File: src/hw/uresp_pkg.sv
package uresp_pkg;
  // Register byte offsets
  localparam logic [7:0]  OFF_RX_BUF     = 8'h00;
  localparam logic [7:0]  OFF_IRQ_EN     = 8'h04;
  localparam logic [7:0]  OFF_LINE_CTRL  = 8'h08;
  localparam logic [7:0]  OFF_LINE_STAT  = 8'h0c;
  localparam logic [7:0]  OFF_DIVISOR    = 8'h10;
  localparam logic [7:0]  OFF_IRQ_STAT   = 8'h14;
  localparam logic [7:0]  OFF_IRQ_MASK   = 8'h18;

  // Line status fields
  localparam int          LS_DATA_READY  = 0;
  localparam int          LS_OVERRUN     = 1;
  localparam int          LS_PARITY_ERR  = 2;
  localparam int          LS_FRAMING_ERR = 3;
  localparam int          LS_BREAK       = 4;

  // Line control fields
  localparam int          LC_FIFO_EN     = 0;
  localparam int          LC_PARITY_EN   = 3;
  localparam int          LC_EVEN_PAR    = 4;

  // Interrupt enable field
  localparam int          IE_LINE_STAT   = 2;

  // Sticky event bits
  localparam int          EV_CHAR        = 0;
  localparam int          EV_OVERRUN     = 1;
  localparam int          EV_ERR_CHAR    = 2;
  localparam int          EV_W           = 3;

  // FIFO entry layout: data plus per-character status
  localparam int          FIFO_DEPTH     = 16;
  localparam int          PTR_W          = 4;
  localparam int          CNT_W          = 5;
  localparam int          ENT_PE         = 8;
  localparam int          ENT_FE         = 9;
  localparam int          ENT_BI         = 10;
  localparam int          ENT_W          = 11;

  // Reset values
  localparam logic [15:0] DIVISOR_RST    = 16'h0001;
  localparam logic [2:0]  LINE_CTRL_RST  = 3'h0;
  localparam logic [EV_W-1:0] IRQ_MASK_RST = 3'h0;

  // Bit timing, in ticks of the oversampling clock, and the index of the last data bit
  localparam logic [3:0]  OVS_LAST       = 4'hf;
  localparam logic [3:0]  OVS_MID        = 4'h7;
  localparam logic [2:0]  DATA_LAST      = 3'h7;

  typedef enum logic [2:0] {
    URESP_IDLE   = 3'b000,
    URESP_START  = 3'b001,
    URESP_DATA   = 3'b011,
    URESP_PARITY = 3'b010,
    URESP_STOP   = 3'b110,
    URESP_WAIT   = 3'b111
  } uresp_rx_state_t;
endpackage

File: src/hw/uresp_char_if.sv
`timescale 1ns/100ps
interface uresp_char_if;
  logic       valid;
  logic [7:0] data;
  logic       parity_err;
  logic       framing_err;
  logic       brk;
  modport src  (output valid, output data, output parity_err, output framing_err, output brk);
  modport sink (input valid, input data, input parity_err, input framing_err, input brk);
endinterface

File: src/hw/uresp_top.sv
// What this block does
// - In FIFO mode break flag shows the break status of the head character.
// - Break flagged when input stays low a whole character including parity and stop.
// - Framing-error flag, status bit 3, set when stop bit is not high.
// - After a framing error receiver waits for a high line before new start.
// - Non-FIFO mode: reading the bad character clears the framing-error flag.
// - FIFO mode: framing flag clears on read unless next character also bad.
// - Parity-error flag, status bit 2, set when parity mismatches the selected sense.
// - FIFO mode: parity flag clears on read unless next character also bad.
// - Non-FIFO mode: overrun flag, bit 1, set when unread character is overwritten.
// - Reading line status clears the overrun flag in both modes.
// - FIFO overrun only when full and another character completes; reported at once.
// - On FIFO overrun the new character stays out of the full FIFO.
// - Interrupt while framing, parity or overrun flag set and line irq enabled.
`timescale 1ns/100ps
module uresp_top
  import uresp_pkg::*;
(
  input  wire logic        sys_clk_i,
  input  wire logic        rst_b_i,
  input  wire logic        rx_i,
  input  wire logic [7:0]  addr_i,
  input  wire logic [31:0] wr_data_i,
  input  wire logic        wr_i,
  input  wire logic        rd_i,
  output logic      [31:0] rd_data_o,
  output logic             irq_o
);
  logic                rx_meta;
  logic                rx_sync;
  logic [15:0]         divisor;
  logic                fifo_en;
  logic                parity_en;
  logic                even_parity_select;
  logic                line_status_irq_enable;
  logic                overrun_flag;
  logic [EV_W-1:0]     irq_status;
  logic [EV_W-1:0]     irq_mask;
  logic [ENT_W-1:0]    mem [FIFO_DEPTH];
  logic [PTR_W-1:0]    wr_ptr;
  logic [PTR_W-1:0]    rd_ptr;
  logic [CNT_W-1:0]    count;
  logic [31:0]         next_rd_data;
  logic [CNT_W-1:0]    next_count;

  uresp_char_if chr ();

  uresp_rx_shift u_rx (
    .sys_clk_i            (sys_clk_i),
    .rst_b_i              (rst_b_i),
    .rx_sync_i            (rx_sync),
    .divisor_i            (divisor),
    .parity_en_i          (parity_en),
    .even_parity_select_i (even_parity_select),
    .chr                  (chr)
  );

  // Pin crosses into the clock domain through two flops
  always_ff @(posedge sys_clk_i or negedge rst_b_i) begin
    if (!rst_b_i) begin
      rx_meta <= 1'b1;
      rx_sync <= 1'b1;
    end else begin
      rx_meta <= rx_i;
      rx_sync <= rx_meta;
    end
  end

  // Register decode
  wire sel_rx_buf    = (addr_i == OFF_RX_BUF);
  wire sel_irq_en    = (addr_i == OFF_IRQ_EN);
  wire sel_line_ctrl = (addr_i == OFF_LINE_CTRL);
  wire sel_line_stat = (addr_i == OFF_LINE_STAT);
  wire sel_divisor   = (addr_i == OFF_DIVISOR);
  wire sel_irq_stat  = (addr_i == OFF_IRQ_STAT);
  wire sel_irq_mask  = (addr_i == OFF_IRQ_MASK);

  wire wr_line_ctrl  = wr_i && sel_line_ctrl;
  wire lsr_rd        = rd_i && sel_line_stat;
  // Mode switch flushes stale characters rather than mix two storage models
  wire mode_change   = wr_line_ctrl && (wr_data_i[LC_FIFO_EN] != fifo_en);

  // Receive storage control
  wire                 not_empty = (count != '0);
  wire                 pop       = rd_i && sel_rx_buf && not_empty;
  wire                 full_now  = fifo_en ? (count == CNT_W'(FIFO_DEPTH)) : not_empty;
  wire                 overrun_ev = chr.valid && full_now && !pop;
  wire                 push      = chr.valid && !full_now || chr.valid && full_now && pop;
  // Non-FIFO overrun: the new character replaces the unread one
  wire                 overwrite = overrun_ev && !fifo_en;
  wire [ENT_W-1:0]     new_entry = {chr.brk, chr.framing_err, chr.parity_err, chr.data};
  wire [ENT_W-1:0]     head      = mem[rd_ptr];
  wire                 err_char  = chr.valid && (chr.brk || chr.framing_err || chr.parity_err);

  // Flags follow whichever character sits at the head
  wire                 head_pe   = not_empty && head[ENT_PE];
  wire                 head_fe   = not_empty && head[ENT_FE];
  wire                 head_bi   = not_empty && head[ENT_BI];

  wire [31:0]          line_status = {27'h0000000, head_bi, head_fe, head_pe, overrun_flag, not_empty};
  wire [EV_W-1:0]      ev_set    = {err_char, overrun_ev, push};
  wire [EV_W-1:0]      ev_clr    = (wr_i && sel_irq_stat) ? wr_data_i[EV_W-1:0] : '0;
  wire                 line_irq  = line_status_irq_enable && (overrun_flag || head_pe || head_fe || head_bi);
  wire                 next_irq  = line_irq || |(irq_status & irq_mask);

  always_comb begin
    next_count = count;
    if (push && !pop)
      next_count = count + CNT_W'(1);
    else if (pop && !push)
      next_count = count - CNT_W'(1);
  end

  always_comb begin
    next_rd_data = 32'h00000000;
    if (rd_i) begin
      if (sel_rx_buf)
        next_rd_data = not_empty ? {24'h000000, head[7:0]} : 32'h00000000;
      else if (sel_irq_en)
        next_rd_data = 32'(line_status_irq_enable) << IE_LINE_STAT;
      else if (sel_line_ctrl)
        next_rd_data = (32'(fifo_en) << LC_FIFO_EN) | (32'(parity_en) << LC_PARITY_EN)
                     | (32'(even_parity_select) << LC_EVEN_PAR);
      else if (sel_line_stat)
        next_rd_data = line_status;
      else if (sel_divisor)
        next_rd_data = {16'h0000, divisor};
      else if (sel_irq_stat)
        next_rd_data = 32'(irq_status);
      else if (sel_irq_mask)
        next_rd_data = 32'(irq_mask);
    end
  end

  // Configuration registers
  always_ff @(posedge sys_clk_i or negedge rst_b_i) begin
    if (!rst_b_i) begin
      divisor                <= DIVISOR_RST;
      {even_parity_select, parity_en, fifo_en} <= LINE_CTRL_RST;
      line_status_irq_enable <= 1'b0;
      irq_mask               <= IRQ_MASK_RST;
    end else if (wr_i) begin
      if (sel_divisor)
        divisor <= wr_data_i[15:0];
      if (sel_line_ctrl) begin
        fifo_en            <= wr_data_i[LC_FIFO_EN];
        parity_en          <= wr_data_i[LC_PARITY_EN];
        even_parity_select <= wr_data_i[LC_EVEN_PAR];
      end
      if (sel_irq_en)
        line_status_irq_enable <= wr_data_i[IE_LINE_STAT];
      if (sel_irq_mask)
        irq_mask <= wr_data_i[EV_W-1:0];
    end
  end

  // Receive storage pointers
  always_ff @(posedge sys_clk_i or negedge rst_b_i) begin
    if (!rst_b_i) begin
      wr_ptr <= '0;
      rd_ptr <= '0;
      count  <= '0;
    end else if (mode_change) begin
      wr_ptr <= '0;
      rd_ptr <= '0;
      count  <= '0;
    end else begin
      if (push)
        wr_ptr <= wr_ptr + PTR_W'(1);
      if (pop)
        rd_ptr <= rd_ptr + PTR_W'(1);
      count <= next_count;
    end
  end

  // Full FIFO drops the new character; it only lives in the shift path
  always_ff @(posedge sys_clk_i) begin
    if (push)
      mem[wr_ptr] <= new_entry;
    else if (overwrite)
      mem[rd_ptr] <= new_entry;
  end

  // Overrun: new event wins over the clearing read
  always_ff @(posedge sys_clk_i or negedge rst_b_i) begin
    if (!rst_b_i)
      overrun_flag <= 1'b0;
    else
      overrun_flag <= overrun_ev || (overrun_flag && !lsr_rd);
  end

  // Sticky events, write one to clear, set wins
  always_ff @(posedge sys_clk_i or negedge rst_b_i) begin
    if (!rst_b_i)
      irq_status <= '0;
    else
      irq_status <= ev_set | (irq_status & ~ev_clr);
  end

  always_ff @(posedge sys_clk_i or negedge rst_b_i) begin
    if (!rst_b_i) begin
      rd_data_o <= 32'h00000000;
      irq_o     <= 1'b0;
    end else begin
      rd_data_o <= next_rd_data;
      irq_o     <= next_irq;
    end
  end
endmodule

File: src/hw/uresp_rx_shift.sv
`timescale 1ns/100ps
module uresp_rx_shift
  import uresp_pkg::*;
(
  input  wire logic        sys_clk_i,
  input  wire logic        rst_b_i,
  input  wire logic        rx_sync_i,
  input  wire logic [15:0] divisor_i,
  input  wire logic        parity_en_i,
  input  wire logic        even_parity_select_i,
  uresp_char_if.src        chr
);
  uresp_rx_state_t state;
  uresp_rx_state_t next_state;
  logic [15:0]     baud_cnt;
  logic [3:0]      ovs_cnt;
  logic [2:0]      bit_cnt;
  logic [7:0]      shift;
  logic            par_bit;

  wire        tick      = (baud_cnt == 16'h0000);
  wire [15:0] reload    = (divisor_i == 16'h0000) ? 16'h0000 : divisor_i - 16'h0001;
  wire        bit_done  = tick && (ovs_cnt == OVS_LAST);
  wire        mid_start = tick && (ovs_cnt == OVS_MID);
  wire        par_calc  = ^{shift, par_bit};
  wire        stop_bad  = !rx_sync_i;

  always_comb begin
    next_state = state;
    case (state)
      URESP_IDLE:   if (!rx_sync_i) next_state = URESP_START;
      URESP_START:  if (mid_start) next_state = rx_sync_i ? URESP_IDLE : URESP_DATA;
      URESP_DATA:   if (bit_done && bit_cnt == DATA_LAST) next_state = parity_en_i ? URESP_PARITY : URESP_STOP;
      URESP_PARITY: if (bit_done) next_state = URESP_STOP;
      // Bad stop bit: hold off until the line idles high
      URESP_STOP:   if (bit_done) next_state = stop_bad ? URESP_WAIT : URESP_IDLE;
      URESP_WAIT:   if (rx_sync_i) next_state = URESP_IDLE;
      default:      next_state = URESP_IDLE;
    endcase
  end

  always_ff @(posedge sys_clk_i or negedge rst_b_i) begin
    if (!rst_b_i) begin
      state    <= URESP_IDLE;
      baud_cnt <= 16'h0000;
      ovs_cnt  <= 4'h0;
      bit_cnt  <= 3'h0;
      shift    <= 8'h00;
      par_bit  <= 1'b0;
    end else begin
      state    <= next_state;
      baud_cnt <= tick ? reload : baud_cnt - 16'h0001;
      // Start phase realigns the oversampler so later samples land mid bit
      if (state == URESP_IDLE || mid_start && state == URESP_START)
        ovs_cnt <= 4'h0;
      else if (tick)
        ovs_cnt <= ovs_cnt + 4'h1;
      if (state != URESP_DATA)
        bit_cnt <= 3'h0;
      else if (bit_done)
        bit_cnt <= bit_cnt + 3'h1;
      if (state == URESP_START)
        par_bit <= 1'b0;
      if (bit_done && state == URESP_DATA)
        shift <= {rx_sync_i, shift[7:1]};
      if (bit_done && state == URESP_PARITY)
        par_bit <= rx_sync_i;
    end
  end

  always_ff @(posedge sys_clk_i or negedge rst_b_i) begin
    if (!rst_b_i) begin
      chr.valid       <= 1'b0;
      chr.data        <= 8'h00;
      chr.parity_err  <= 1'b0;
      chr.framing_err <= 1'b0;
      chr.brk         <= 1'b0;
    end else begin
      chr.valid <= bit_done && state == URESP_STOP;
      if (bit_done && state == URESP_STOP) begin
        chr.data        <= shift;
        chr.parity_err  <= parity_en_i && !(par_calc ^ even_parity_select_i);
        chr.framing_err <= stop_bad;
        // Line low through start, data, parity and stop
        chr.brk         <= stop_bad && shift == 8'h00 && !par_bit;
      end
    end
  end
endmodule

File: config.mk
export PLATFORM = sky130hd
export DESIGN_NAME = uresp_top
export DESIGN_NICKNAME = d
export VERILOG_FILES = /design/src/hw/uresp_pkg.sv /design/src/hw/uresp_char_if.sv /design/src/hw/uresp_top.sv /design/src/hw/uresp_rx_shift.sv
export SDC_FILE = /design/constraint.sdc
export NUM_CORES = 1
export LEC_CHECK = 0
export BUFFER_PORTS_ARGS = -buffer_cell sky130_fd_sc_hd__clkbuf_2
export CORE_MARGIN = 2
export CORE_UTILIZATION = 35
export DETAILED_ROUTE_END_ITERATION = 6
export SYNTH_ARGS = -nofsm -noshare
export SYNTH_HDL_FRONTEND = slang
export SYNTH_SLANG_ARGS = --single-unit
export TNS_END_PERCENT = 30
File: constraint.sdc
create_clock -name sys_clk_i -period 3.65 [get_ports sys_clk_i]
set_input_delay 0.9125 -clock sys_clk_i [delete_from_list [all_inputs] [get_ports sys_clk_i]]
set_output_delay 0.9125 -clock sys_clk_i [all_outputs]
set_load 0.05 [all_outputs]
# --- Word-level counts from Yosys, hierarchy flattened ---
# Memories as Yosys holds them, arrays and structs flattened.
# Cells that the tools add are included.
totals:
  register_bits: 122
  ram_bits: 176
  inputBits: 45
  output_inout_bits: 33
  elab_cells: 175
  mem_count: 1
classes:
  add_sub_neg: 8
  n_eq_ne: 23
  n_mux: 44
  bitwise_logic: 7
  reduce_logical: 66
mem_list:
  columns: ["name", "depth", "width", "read_ports", "rd_ports_with_merged_regs", "wr", "line_no", "source"]
  rows:
  - ["mem", 16, 11, 1, 0, 1, "uresp_top.sv:39", "logic [ENT_W-1:0] mem [FIFO_DEPTH];"]
op_table:
  columns: ["cell", "n"]
  rows:
  - ["16-bit two-way mux", 6]
  - ["32-bit two-way mux", 2]
  - ["3-bit two-way mux", 13]
  - ["16-bit zero test", 2]
  - ["16-bit by 1-bit subtractor with 16-bit output, second input constant", 2]
  - ["1-bit logical AND", 29]
  - ["4-bit two-way mux", 7]
  - ["8-bit by 5-bit equality test with 1-bit output, second input constant", 3]
  - ["3-bit case mux with 6 select lines", 1]
  - ["8-bit by 4-bit equality test with 1-bit output, second input constant", 2]
  - ["8-bit zero test", 2]
  - ["5-bit two-way mux", 3]
  - ["4-bit by 1-bit adder with 4-bit output, second input constant", 3]
  - ["11-bit two-way mux", 1]
  - ["11-bit OR reduction", 1]
  - ["2-bit nonzero test", 5]
  - ["3-bit equality test, second input constant", 3]
  - ["1-bit logical OR", 9]
  - ["1-bit two-way mux", 9]
  - ["9-bit XOR reduction", 1]
  - ["8-bit by 3-bit equality test with 1-bit output, second input constant", 1]
  - ["1-bit zero test", 8]
  - ["8-bit two-way mux", 1]
  - ["2-bit by 1-bit != test with 1-bit output, second input constant", 4]
  - ["24 further kinds", 30]

# --- Longest topological paths before layout ---
# Gate-level depths: netlist of the first run.
logic_depth:
  depth_word: 11
  depth_mapped: 10
  depth_no_buf: 9

# --- Cells and area by module ---
# From an unflattened synthesis of the first run, not the netlist that was laid out.
hier_totals:
  cells_unflattened: 856
  hier_area_um2: 12612.1
by_module_without_submodules:
  columns: ["module", "n_inst", "cells_each", "area_each_um2", "seq_area_each_um2"]
  rows:
  - ["uresp_top", 1, 578, 9841.9, 6765.2]
  - ["uresp_rx_shift", 1, 278, 2770.2, 1176.1]

# --- Worst setup path after synthesis of the first run ---
# Ideal clock, no wire load.
synth_timing:
  path_kind: "input to register"
  startpoint: "input addr_i[4]"
  endpoint: "memory mem[12][0], enable pin"
  setup_ns: 0.398
  arrival_time_ns: 3.047
  required_ns: 3.252
  slack_ns: 0.205
  cell_stages: 5
  path_cell_list: "or4_4 > a2111oi_4 > o21a_1 > nand3_1 > o32ai_1"
synth_between:
  elab_chain_cells: 11
  word_cells_on_any_way: 16
  classes_between: "mux: 7; reduce/logical: 9"
synth_lines:
  columns: ["element", "line_no", "source"]
  rows:
  - ["start, declared", "uresp_top.sv:22", "input wire logic [7:0] addr_i,"]
  - ["8-bit zero test (*)", "uresp_top.sv:70", "wire sel_rx_buf = (addr_i == OFF_RX_BUF);"]
  - ["1-bit logical AND (*) (2 in series)", "uresp_top.sv:85", "wire pop = rd_i && sel_rx_buf && not_empty;"]
  - ["1-bit zero test", "uresp_top.sv:87", "wire overrun_ev = chr.valid && full_now && !pop;"]
  - ["1-bit logical AND", "uresp_top.sv:87", null]
  - ["1-bit logical AND", "uresp_top.sv:90", "wire overwrite = overrun_ev && !fifo_en;"]
  - ["1-bit two-way mux", "uresp_top.sv:180", "else if (overwrite)"]
  - ["1-bit two-way mux", "uresp_top.sv:178", "if (push)"]
  - ["1-bit two-way mux (implied by the code)", "uresp_top.sv:181", "mem[rd_ptr] <= new_entry;"]
  - ["11-bit OR reduction (no source line)", null, null]
  - ["4-bit two-way mux (no source line) / 1-bit two-way mux (equally long branches)", null, null]
  - ["end, declared", "uresp_top.sv:39", null]
# Mark *: on every way between the ends. The rest lies on a longest branch, timed or not.

# --- Worst setup path in the final report of the first run ---
layout_timing:
  startpoint: "register count[1]"
  endpoint: "memory mem[5][5], enable pin"
layout_between:
  elab_chain_cells: 10
  word_cells_on_any_way: 20
  classes_between: "eq/ne: 1; mux: 8; reduce/logical: 11"
layout_lines:
  columns: ["element", "line_no", "source"]
  rows:
  - ["start, declared", "uresp_top.sv:42", "logic [CNT_W-1:0] count;"]
  - ["start signal, assigned", "uresp_top.sv:172", "count <= next_count;"]
  - ["5-bit equality test / 5-bit nonzero test (equally long branches)", "uresp_top.sv:86, uresp_top.sv:84", null]
  - ["1-bit two-way mux / 1-bit logical AND (equally long branches)", "uresp_top.sv:86, uresp_top.sv:85", null]
  - ["1-bit logical AND / 1-bit zero test (equally long branches)", "uresp_top.sv:87, uresp_top.sv:88", null]
  - ["1-bit logical AND", "uresp_top.sv:87", null]
  - ["1-bit logical AND", "uresp_top.sv:90", null]
  - ["1-bit two-way mux", "uresp_top.sv:180", null]
  - ["1-bit two-way mux", "uresp_top.sv:178", null]
  - ["1-bit two-way mux (implied by the code)", "uresp_top.sv:181", null]
  - ["11-bit OR reduction (no source line)", null, null]
  - ["4-bit two-way mux (no source line) / 1-bit two-way mux (equally long branches)", null, null]
# Several ways; a longest one is shown, not always the timed one.

==> results of run 1 <==
final timing paths:
kind | to | slack (ns) | cells after the start
max | mem[5][5] | 0.57 | 6
min | count[2] | 0.36 | 1
max reg2reg | mem[5][5] | 0.57 | 6
min reg2reg | rx_sync | 0.36 | 0
max in group asynchronous | u_rx.baud_cnt[1] | 2.51 | 2
min in group sys_clk_i | rx_sync | 0.36 | 0
where the power goes:
part | total (W) | internal (W) | switching (W) | leakage [nW]
Combinational | 0.000602 | 0.000249 | 0.000353 | 1.92
Clock | 0.00311 | 0.00189 | 0.00121 | 0.493
Sequential | 0.00363 | 0.00348 | 0.000147 | 3.46
flip-flops by register name, summed over array words and instances, names as in the netlist, 4 cells and up:
| name | cells |
|---|---|
| mem | 176 |
| divisor | 16 |
| rd_data_o | 16 |
| u_rx.baud_cnt | 16 |
| u_rx.chr.data | 8 |
| u_rx.shift | 8 |
| count | 5 |
| rd_ptr | 4 |
| u_rx.ovs_cnt | 4 |
| wr_ptr | 4 |
logic make-up after synthesis:
group                    after synthesis  synth area share (%)
AND/OR/NAND/NOR                      245                 10.28
flip-flops                           282                 63.32
XOR/XNOR                              45                 3.143
multiplexers                          88                 12.22
AO/OA/AOI/OAI                        124                 6.835
other                                  1               0.02990
adder cells (fa/ha/maj)               14                 1.377
buffers and inverters                 72                 2.794
per-layer routing:
layer / up-vias / wire, µm / global-route usage, %
li1: 3463 / - / -
met1: 3803 / 12380 / 20.30
met2: 163 / 13260 / 23.84
met3: 34 / 980 / 1.796
met4: 0 / 412 / 3.053
met5: - / 0 / 0
final cells by class:
| type | count | share of cell area (%) |
|---|---|---|
| Multi-Input combinational cell | 532 | 29.82 |
| Sequential cell | 282 | 54.63 |
| Inverter | 19 | 0.4905 |
| Tap cell | 461 | 3.967 |
| Timing Repair Buffer | 90 | 4.061 |
| Clock buffer | 43 | 5.842 |
| Clock inverter | 12 | 1.187 |
per-stage QoR:
step           utilization [%]  instances  cell area, µm²  total power (W)
2_1_floorplan                -        886           12600         0.004130
3_3_place_gp             38.19       1384           13520         0.004277
3_5_place_dp             38.19       1384           13520         0.004296
4_1_cts                  41.08       1439           14540         0.007412
5_1_grt                  41.08       1439           14540         0.007635
6_report                 41.08       1439           14540         0.007342
layout by cell type, fill, tap and decap left out, drive strengths merged, types with 4 or more instances in the layout:
cell type,instances
a211oi,4
a21oi,27
a22oi,7
a31oi,4
and2,10
buf,46
bufinv,4
clkbuf,87
clkinv,6
conb,16
dfrtp,103
edfxtp,176
ha,13
inv,20
mux2,31
mux2i,8
mux4,49
nand2,83
nand2b,6
nand3,14
nand4,7
nor2,51
nor2b,6
nor3,16
nor4,18
o21ai,26
o22ai,10
o32ai,6
or3,7
or4,11
xnor2,27
xor2,18
==> results by group, run 1 <==
Outcome
  – Status: finished, final reports clean

Power and ir drop
  – Leak: 5.880 nW
  – PD cells: 504.9 nW/µm²
  – Peak VDD IR: 0.3199 mV

Clocking
  – H-tree level count: 1
  – CTS tree: yes
  – Setup bufs post-CTS: 0
  – Cts bufs inserted: 30
  – Clock buffer depth: 3
  – Worst-skew pair later-pin latency: 0.55 ns
  – Clk sinks: 282
  – Cts repair resizes: 0
  – Clock slew at reported path FFs: 0.06 ns
  – Cts hold-fix bufs: 0
  – Root buf cell: clkbuf_16

Setup path
  – Critical path arrival: 3.34 ns
  – CP max FO: 9
  – Slowest stage delay, CP: 0.62 ns
  – Critical path start-end classification: reg -> reg
  – Buffers & Inverters on Critical Path: 1
  – Worst Setup SP: count[1]
  – Setup crit end kind: flip-flop
  – Critical Path Start Type: flip-flop
  – RR Startpoint: count[1]
  – Critical-path cell list: or4_1 -> o2111ai_1 -> nand4_1 -> o32a_1 -> nor2_1 -> buf_4
  – Slowest-stage cell, CP: or4_1
  – Critical Path RT: 3.90 ns
  – Kind of cell adding the most delay to the critical path: simple AND/OR/NAND/NOR gates

Synthesis
  – Top_reg_cell synth: edfxtp_1
  – Dominant cell type by area after synthesis: edfxtp_1
  – Sequential element share of the synthesized area: 63.32%
  – Synth top area cells: edfxtp_1 (42%), dfrtp_1 (21%), mux4_2 (8.8%)
  – Fraction of synthesized cell area taken by the top area cell type: 42.14%
  – Cells after Synth: 871
  – Netlist cell types: 73
  – Most frequent cells after synthesis: edfxtp_1 (176), dfrtp_1 (103), nand2_1 (83)
  – Ys async rst share: 37.59%
  – Average size of a mapped cell: 14.40 µm²
  – Yosys reg bits: 282
  – Synth warnings: 0
  – Synthesized area: 12540 µm²
  – Count leader, synth: edfxtp_1
  – Post-synth EDFFs: 176

Place
  – Final Wtd Congestion: 0.8533
  – Port Buffers: 45
  – DP Wirelength: 18.87 mm
  – DP Worst Slack: 0.3276 ns

Finish
  – Sequential cell area: 7944 µm²
  – Layout net count: 1013
  – Fill cells: 3213
  – ANT cells: 0
  – Fraction of layout cells with a size suffix above 1: 24.23%
  – Area Overhead vs Synth: 15.95%
  – Multi-input gate area: 4337 µm²

Global routing
  – Antenna violations before repair: 0
  – First-pass GRT wire length: 43.25 mm
  – Largest net degree at the start of global routing: 43
  – Remaining global-route overflow: 0
  – GRT Util Overall: 14.35%
  – Number of global-route vias before repair: 7484

Detailed routing
  – Initial DRC count: 572
  – Vias: 7463
  – Final wirelength: 27.03 mm
  – DRT antenna net count: 0
  – Total iterations of the first detailed-routing run: 5
  – DR WL/cell: 18.78 µm
  – # DRC: 0
  – Vias per cell: 5.186

STA
  – Tmin final: 3.082 ns
  – Hold Vio Cnt, Final: 0
  – Setup Total Neg Slack: 0 ns
  – Fmax: 0.3245 GHz
  – Tcrit/Tclk final: 84.43%
  – Slew headroom: 45.42%
  – Pins Over Slew Limit: 0
  – Worst-Margin Slew: 0.8164 ns
  – Final setup skew: 0.01353 ns
  – # setup viols final: 0
  – Worst Setup Slack, final: 0.5682 ns
  – Hold_ws: 0.3579 ns
  – RSZ-0062 raised after global routing: false

Hold path
  – Hold Crit Class: in -> async

Floorplanning
  – Die Area: 37360 µm²
  – # rows: 69
  – Placeable Area: 35400 µm²
  – Initial Util: 35.43%
  – Die width: 193.3 µm
  – # IOs: 78
  – Die Height: 193.3 µm

Run
  – Max-cap violations: 0
No activity file was read; power rests on OpenSTA's default activity.
==> run 2, diff against run 1 <==
==> constraint.sdc (replaced) <==
create_clock -name sys_clk_i -period 2.7 [get_ports sys_clk_i]
set_input_delay 0.675 -clock sys_clk_i [delete_from_list [all_inputs] [get_ports sys_clk_i]]
set_output_delay 0.675 -clock sys_clk_i [all_outputs]
set_load 0.05 [all_outputs]
==> run 2 against run 1 <==
First-iteration DRC count shrank 0.52%. Global-route usage is 0.81 points higher. Clock skew increased by 0.0037 ns. Die area is the same. Sequential power up 35%. Highest routed layer unchanged. Critical endpoint is now mem[6][10]. Largest power group unchanged.
==> results by group, run 2 (synthesized netlist as in run 1, its figures left out) <==
Finish
  – Fill cells: 3172
  – Fraction of layout cells with a size suffix above 1: 29.44%
  – Commonest non-fill, non-tap cell in the layout: edfxtp_1
  – Reg with most FFs: mem
  – Max FFs per register: 176
  – Layout net count: 1053
  – ANT cells: 0
  – Layout Cells excl Fill: 1480
  – Area Overhead vs Synth: 21.77%
  – Most frequent cells in the layout: edfxtp_1 (176), dfrtp_1 (101), nand2_1 (83)

Detailed routing
  – Vias: 7677
  – Total iterations of the first detailed-routing run: 5
  – DR WL/cell: 19.31 µm
  – Vias per cell: 5.187
  – Initial DRC count: 569
  – # DRC: 0
  – DRT antenna net count: 0
  – Final wirelength: 28.57 mm

Global routing
  – GRT met2 Usage: 23.99%
  – Largest net degree at the start of global routing: 59
  – Antenna violations before repair: 0
  – Met3 GRT Util: 2.144%
  – GRT Max-Usage Layer: met2
  – First-pass GRT wire length: 44.93 mm
  – GRT Util Overall: 15.16%
  – Remaining global-route overflow: 0
  – GRT met1 Usage: 22.29%
  – Number of global-route vias before repair: 7685

Floorplanning
  – Die Height: 193.3 µm
  – # IOs: 78
  – Initial Util: 35.43%
  – Placeable Area: 35400 µm²
  – # rows: 69
  – Die Area: 37360 µm²
  – Die width: 193.3 µm

Setup path
  – Critical Path Start Type: flip-flop
  – CP max FO: 11
  – Critical path arrival: 2.83 ns
  – Setup crit end kind: flip-flop
  – Critical path start-end classification: reg -> reg
  – Critical Path RT: 2.95 ns

STA
  – Fmax: 0.3866 GHz
  – Pins Over Slew Limit: 0
  – Worst-Margin Slew: 0.7929 ns
  – Setup Total Neg Slack: 0 ns
  – Slew headroom: 47.14%
  – RSZ-0062 raised after global routing: false
  – Hold Vio Cnt, Final: 0
  – Worst Setup Slack, final: 0.1131 ns
  – Hold_ws: 0.01229 ns
  – Tmin final: 2.587 ns
  – Tcrit/Tclk final: 95.81%
  – # setup viols final: 0
  – Final setup skew: 0.01720 ns

Hold path
  – Hold Crit Class: in -> async

Clocking
  – Clk sinks: 282
  – Clock buffer depth: 3
  – Root buf cell: clkbuf_16
  – CTS tree: yes
  – H-tree level count: 1
  – Cts bufs inserted: 30
  – Setup bufs post-CTS: 0
  – Worst-skew pair later-pin latency: 0.55 ns
  – Cts hold-fix bufs: 0
  – Clock slew at reported path FFs: 0.06 ns

Place
  – DP Worst Slack: -0.2650 ns
  – Inst Count DP: 1424
  – Final Wtd Congestion: 0.9029
  – Port Buffers: 45
  – DP Wirelength: 20.00 mm

Run
  – Max-cap violations: 0

Power and ir drop
  – PD cells: 650.4 nW/µm²
  – Total Power: 0.009933 W
  – Leak: 6.131 nW
  – Peak VDD IR: 0.4738 mV

Outcome
  – Status: finished, final reports clean
[run 2: final timing paths]
check | slack [ns] | from | end | cells past startpoint
worst max-delay path | 0.11 | count[0] | mem[6][10] | 8
worst min-delay path | 0.01 | rst_b_i | count[3] | 1
worst max register to register | 0.11 | count[0] | mem[6][10] | 8
worst min register to register | 0.36 | rx_meta | rx_sync | 0
max in group asynchronous | 1.96 | rst_b_i | u_rx.baud_cnt[1] | 2
min in group sys_clk_i | 0.22 | rx_i | rx_meta | 1
[run 2: final cells by class]
class / instances / area (µm²) / share of cell area [%]
multi-input cells: 532 / 4553 / 29.82
clock buffers: 46 / 873.3 / 5.719
flip-flops and latches: 282 / 7946 / 52.04
clock inverters: 10 / 133.9 / 0.8767
well taps: 461 / 576.8 / 3.777
repair buffers: 130 / 1116 / 7.308
inverters: 19 / 71.32 / 0.4670
[run 2: metrics by stage]
stage / instance area (µm²) / utilization, %
floorplan: 12780 / -
global placement: 14200 / 40.11
detailed placement: 14200 / 40.11
CTS: 15230 / 43.03
global route: 15270 / 43.14
finish: 15270 / 43.14
[run 2: timing repair]
| action | 4_1_cts | 5_1_grt |
|---|---|---|
| setup endpoints to repair | 32 | 93 |
| resized for setup | 5 | 7 |
| pin swaps | 0 | 1 |
[run 2: layer usage]
layer | vias to the layer above | wire length (µm)
met2 | 190 | 13340
li1 | 3558 | -
met5 | - | 0
met3 | 41 | 1369
met4 | 0 | 578
met1 | 3888 | 13290
[run 2: worst max-delay path, cell delays in order (launching register included)]
cell and delay [ns]:
dfrtp_1 0.38, or4_4 0.56, buf_4 0.16, o2111ai_2 0.18, nand4_1 0.14, buf_4 0.19, o32a_4 0.37, nor2_4 0.15
buf_12 0.16
[run 2: report_power, final]
part | total, W | switching [W] | internal [W] | leakage (nW)
registers | 0.00490 | 0.000186 | 0.00471 | 3.46
clock network | 0.00414 | 0.00163 | 0.00251 | 0.475
logic | 0.000898 | 0.000518 | 0.000380 | 2.19
==> run 3, diff against run 2 <==
==> constraint.sdc (replaced) <==
create_clock -name sys_clk_i -period 2.7 [get_ports sys_clk_i]
set_input_delay 0.405 -clock sys_clk_i [delete_from_list [all_inputs] [get_ports sys_clk_i]]
set_output_delay 0.405 -clock sys_clk_i [all_outputs]
set_load 0.05 [all_outputs]
==> run 3 against run 2 <==
Worst setup slack improved by 0.0054 ns. Final cell count decreased by 0.27%. Clock power increased by 2%. Final area decreased by 0.84%. Die area unchanged. Critical path depth increased by 1. Combinational power about the same. Non-clock buffer count decreased by 2. Clock skew decreased by 0.0036 ns. Sequential cell count unchanged. First-iteration DRC count increased by 6.0%. Largest power group unchanged.
==> results by group, run 3 (synthesized netlist as in run 1, its figures left out) <==
Power and ir drop
  – Peak VDD IR: 0.3968 mV
  – Combinational cell fraction of total power: 8.9%
  – Switching power: 0.002346 W
  – Internal power: 0.007664 W
  – Switching share of power: 23.44%
  – Leak: 6.137 nW
  – PD cells: 661.0 nW/µm²
  – Clock power frac: 42.1%
  – Sequential share of power: 48.9%

Global routing
  – Remaining global-route overflow: 0
  – GRT Util Overall: 14.59%
  – First-pass GRT wire length: 43.69 mm
  – Largest net degree at the start of global routing: 50
  – Antenna violations before repair: 0
  – Number of global-route vias before repair: 7644

STA
  – Hold_ws: 0.08682 ns
  – # setup viols final: 0
  – Tmin final: 2.581 ns
  – Fmax: 0.3874 GHz
  – Worst-Margin Slew: 0.6593 ns
  – Hold Vio Cnt, Final: 0
  – Pins Over Slew Limit: 0
  – Final setup skew: 0.01361 ns
  – Setup Total Neg Slack: 0 ns
  – Tcrit/Tclk final: 95.61%
  – Slew headroom: 56.04%

Floorplanning
  – Die Height: 193.3 µm
  – # IOs: 78
  – Die width: 193.3 µm
  – Placeable Area: 35400 µm²
  – Die Area: 37360 µm²
  – Initial Util: 35.43%
  – # rows: 69

Place
  – DP Wirelength: 19.51 mm
  – Final Wtd Congestion: 0.8861
  – Port Buffers: 45

Clocking
  – Root buf cell: clkbuf_16
  – CTS tree: yes
  – Clk sinks: 282
  – Cts bufs inserted: 29
  – Worst-skew pair later-pin latency: 0.55 ns
  – Clock slew at reported path FFs: 0.06 ns
  – Clock buffer depth: 3
  – H-tree level count: 1

Detailed routing
  – Vias: 7672
  – DRT antenna net count: 0
  – Initial DRC count: 603
  – Vias per cell: 5.198
  – Total iterations of the first detailed-routing run: 5
  – # DRC: 0
  – Final wirelength: 27.67 mm
  – DR WL/cell: 18.74 µm

Setup path
  – R2R Setup Slk: 0.12 ns
  – Worst r2r path cells: 9
  – Critical path start-end classification: reg -> reg
  – Critical Path Start Type: flip-flop
  – CP max FO: 4
  – Critical path arrival: 2.99 ns
  – Setup crit end kind: flip-flop
  – RR Startpoint: count[1]
  – Critical Path RT: 3.10 ns
  – Reg-to-reg endpoint: count[3]

Run
  – Max-cap violations: 0

Finish
  – Reg with most FFs: mem
  – Fraction of layout cells with a size suffix above 1: 29.16%
  – Sequential cell area: 7946 µm²
  – ANT cells: 0
  – Most frequent cells in the layout: edfxtp_1 (176), dfrtp_1 (101), nand2_1 (83)
  – Fill cells: 3199
  – Max FFs per register: 176
  – Multi-input gate area: 4449 µm²
  – Commonest non-fill, non-tap cell in the layout: edfxtp_1
  – Layout net count: 1050
  – Area Overhead vs Synth: 20.75%

Hold path
  – Hold Crit Class: in -> reg
  – Hold Crit Depth: 2
  – Worst Hold Path EP: divisor[10]
  – Min-delay src: wr_data_i[10]

Outcome
  – Status: finished, final reports clean
-- run 3: changes by cell type in the layout (fill, tap and decap cells not counted), moves of 3 or more --
cell	change
nor2_4	-11
buf_12	-3
nor2_2	+10
clkinvlp_4	-4
clkinv_2	+5
clkbuf_1	-9
o32a_4	-3
o32a_1	+3
-- run 3: critical path, cell delays in order, from the launching register on --
cell and delay (ns):
dfrtp_1 0.37, or4_4 0.59, nor3_4 0.15, nor2_1 0.08, ha_1 0.31, nand2_1 0.08, o21ai_0 0.06, or4_1 0.42
a211oi_1 0.30, nor4_2 0.09
-- run 3: power by group through the flow --
stage,combinational (W),clock [W],sequential [W]
after CTS,0.000896,0.00431,0.00489
after detailed placement,0.000887,0,0.00497
final,0.000895,0.00422,0.00490
after global routing,0.000994,0.00449,0.00492
after global placement,0.000875,0,0.00497
after floorplan,0.000667,0,0.00492
-- run 3: layout make-up --
| type | instances | share of cell area [%] |
|---|---|---|
| Clock buffer | 38 | 5.561 |
| Tap cell | 461 | 3.809 |
| Clock inverter | 16 | 1.248 |
| Inverter | 19 | 0.4710 |
| Timing Repair Buffer | 128 | 7.056 |
| Sequential cell | 282 | 52.47 |
| Multi-Input combinational cell | 532 | 29.38 |
-- run 3: through the flow --
step	power (W)	instances	area (µm²)	setup WS [ns]	util, %
5_1_grt	0.01040	1476	15140	-0.01500	42.78
2_1_floorplan	0.005586	886	12710	-0.1421	-
6_report	0.01001	1476	15140	0.1185	42.78
3_3_place_gp	0.005841	1419	14060	0.02334	39.72
4_1_cts	0.01009	1475	15110	0.02873	42.70
3_5_place_dp	0.005856	1419	14060	-0.01251	39.72
-- run 3: layer usage --
metal,part of all wire (%),global-route usage [%],up-vias
met2,49,24.30,206
met1,46,20.48,3875
met5,0,0,-
li1,-,-,3553
met4,1.8,3.478,0
met3,4.0,1.743,38
-- run 3: worst max path at each step --
stage | startpoint | end | slack, ns | depth (start not counted)
floorplan | count[1] | mem[11][0] | -0.14 | 6
global placement | addr_i[4] | mem[7][6] | 0.02 | 7
detailed placement | addr_i[4] | mem[12][6] | -0.01 | 7
CTS | count[0] | count[3] | 0.03 | 9
global route | count[2] | mem[12][8] | -0.02 | 9
finish | count[1] | count[3] | 0.12 | 9
-- run 3: timing repair --
| action | 4_1_cts | 5_1_grt |
|---|---|---|
| hold buffers | 2 | 0 |
| setup endpoints to repair | 1 | 33 |
| gates resized for setup | 1 | 4 |
| pin swaps | 0 | 3 |
| setup buffers | 0 | 1 |
| hold endpoints to repair | 30 | 0 |
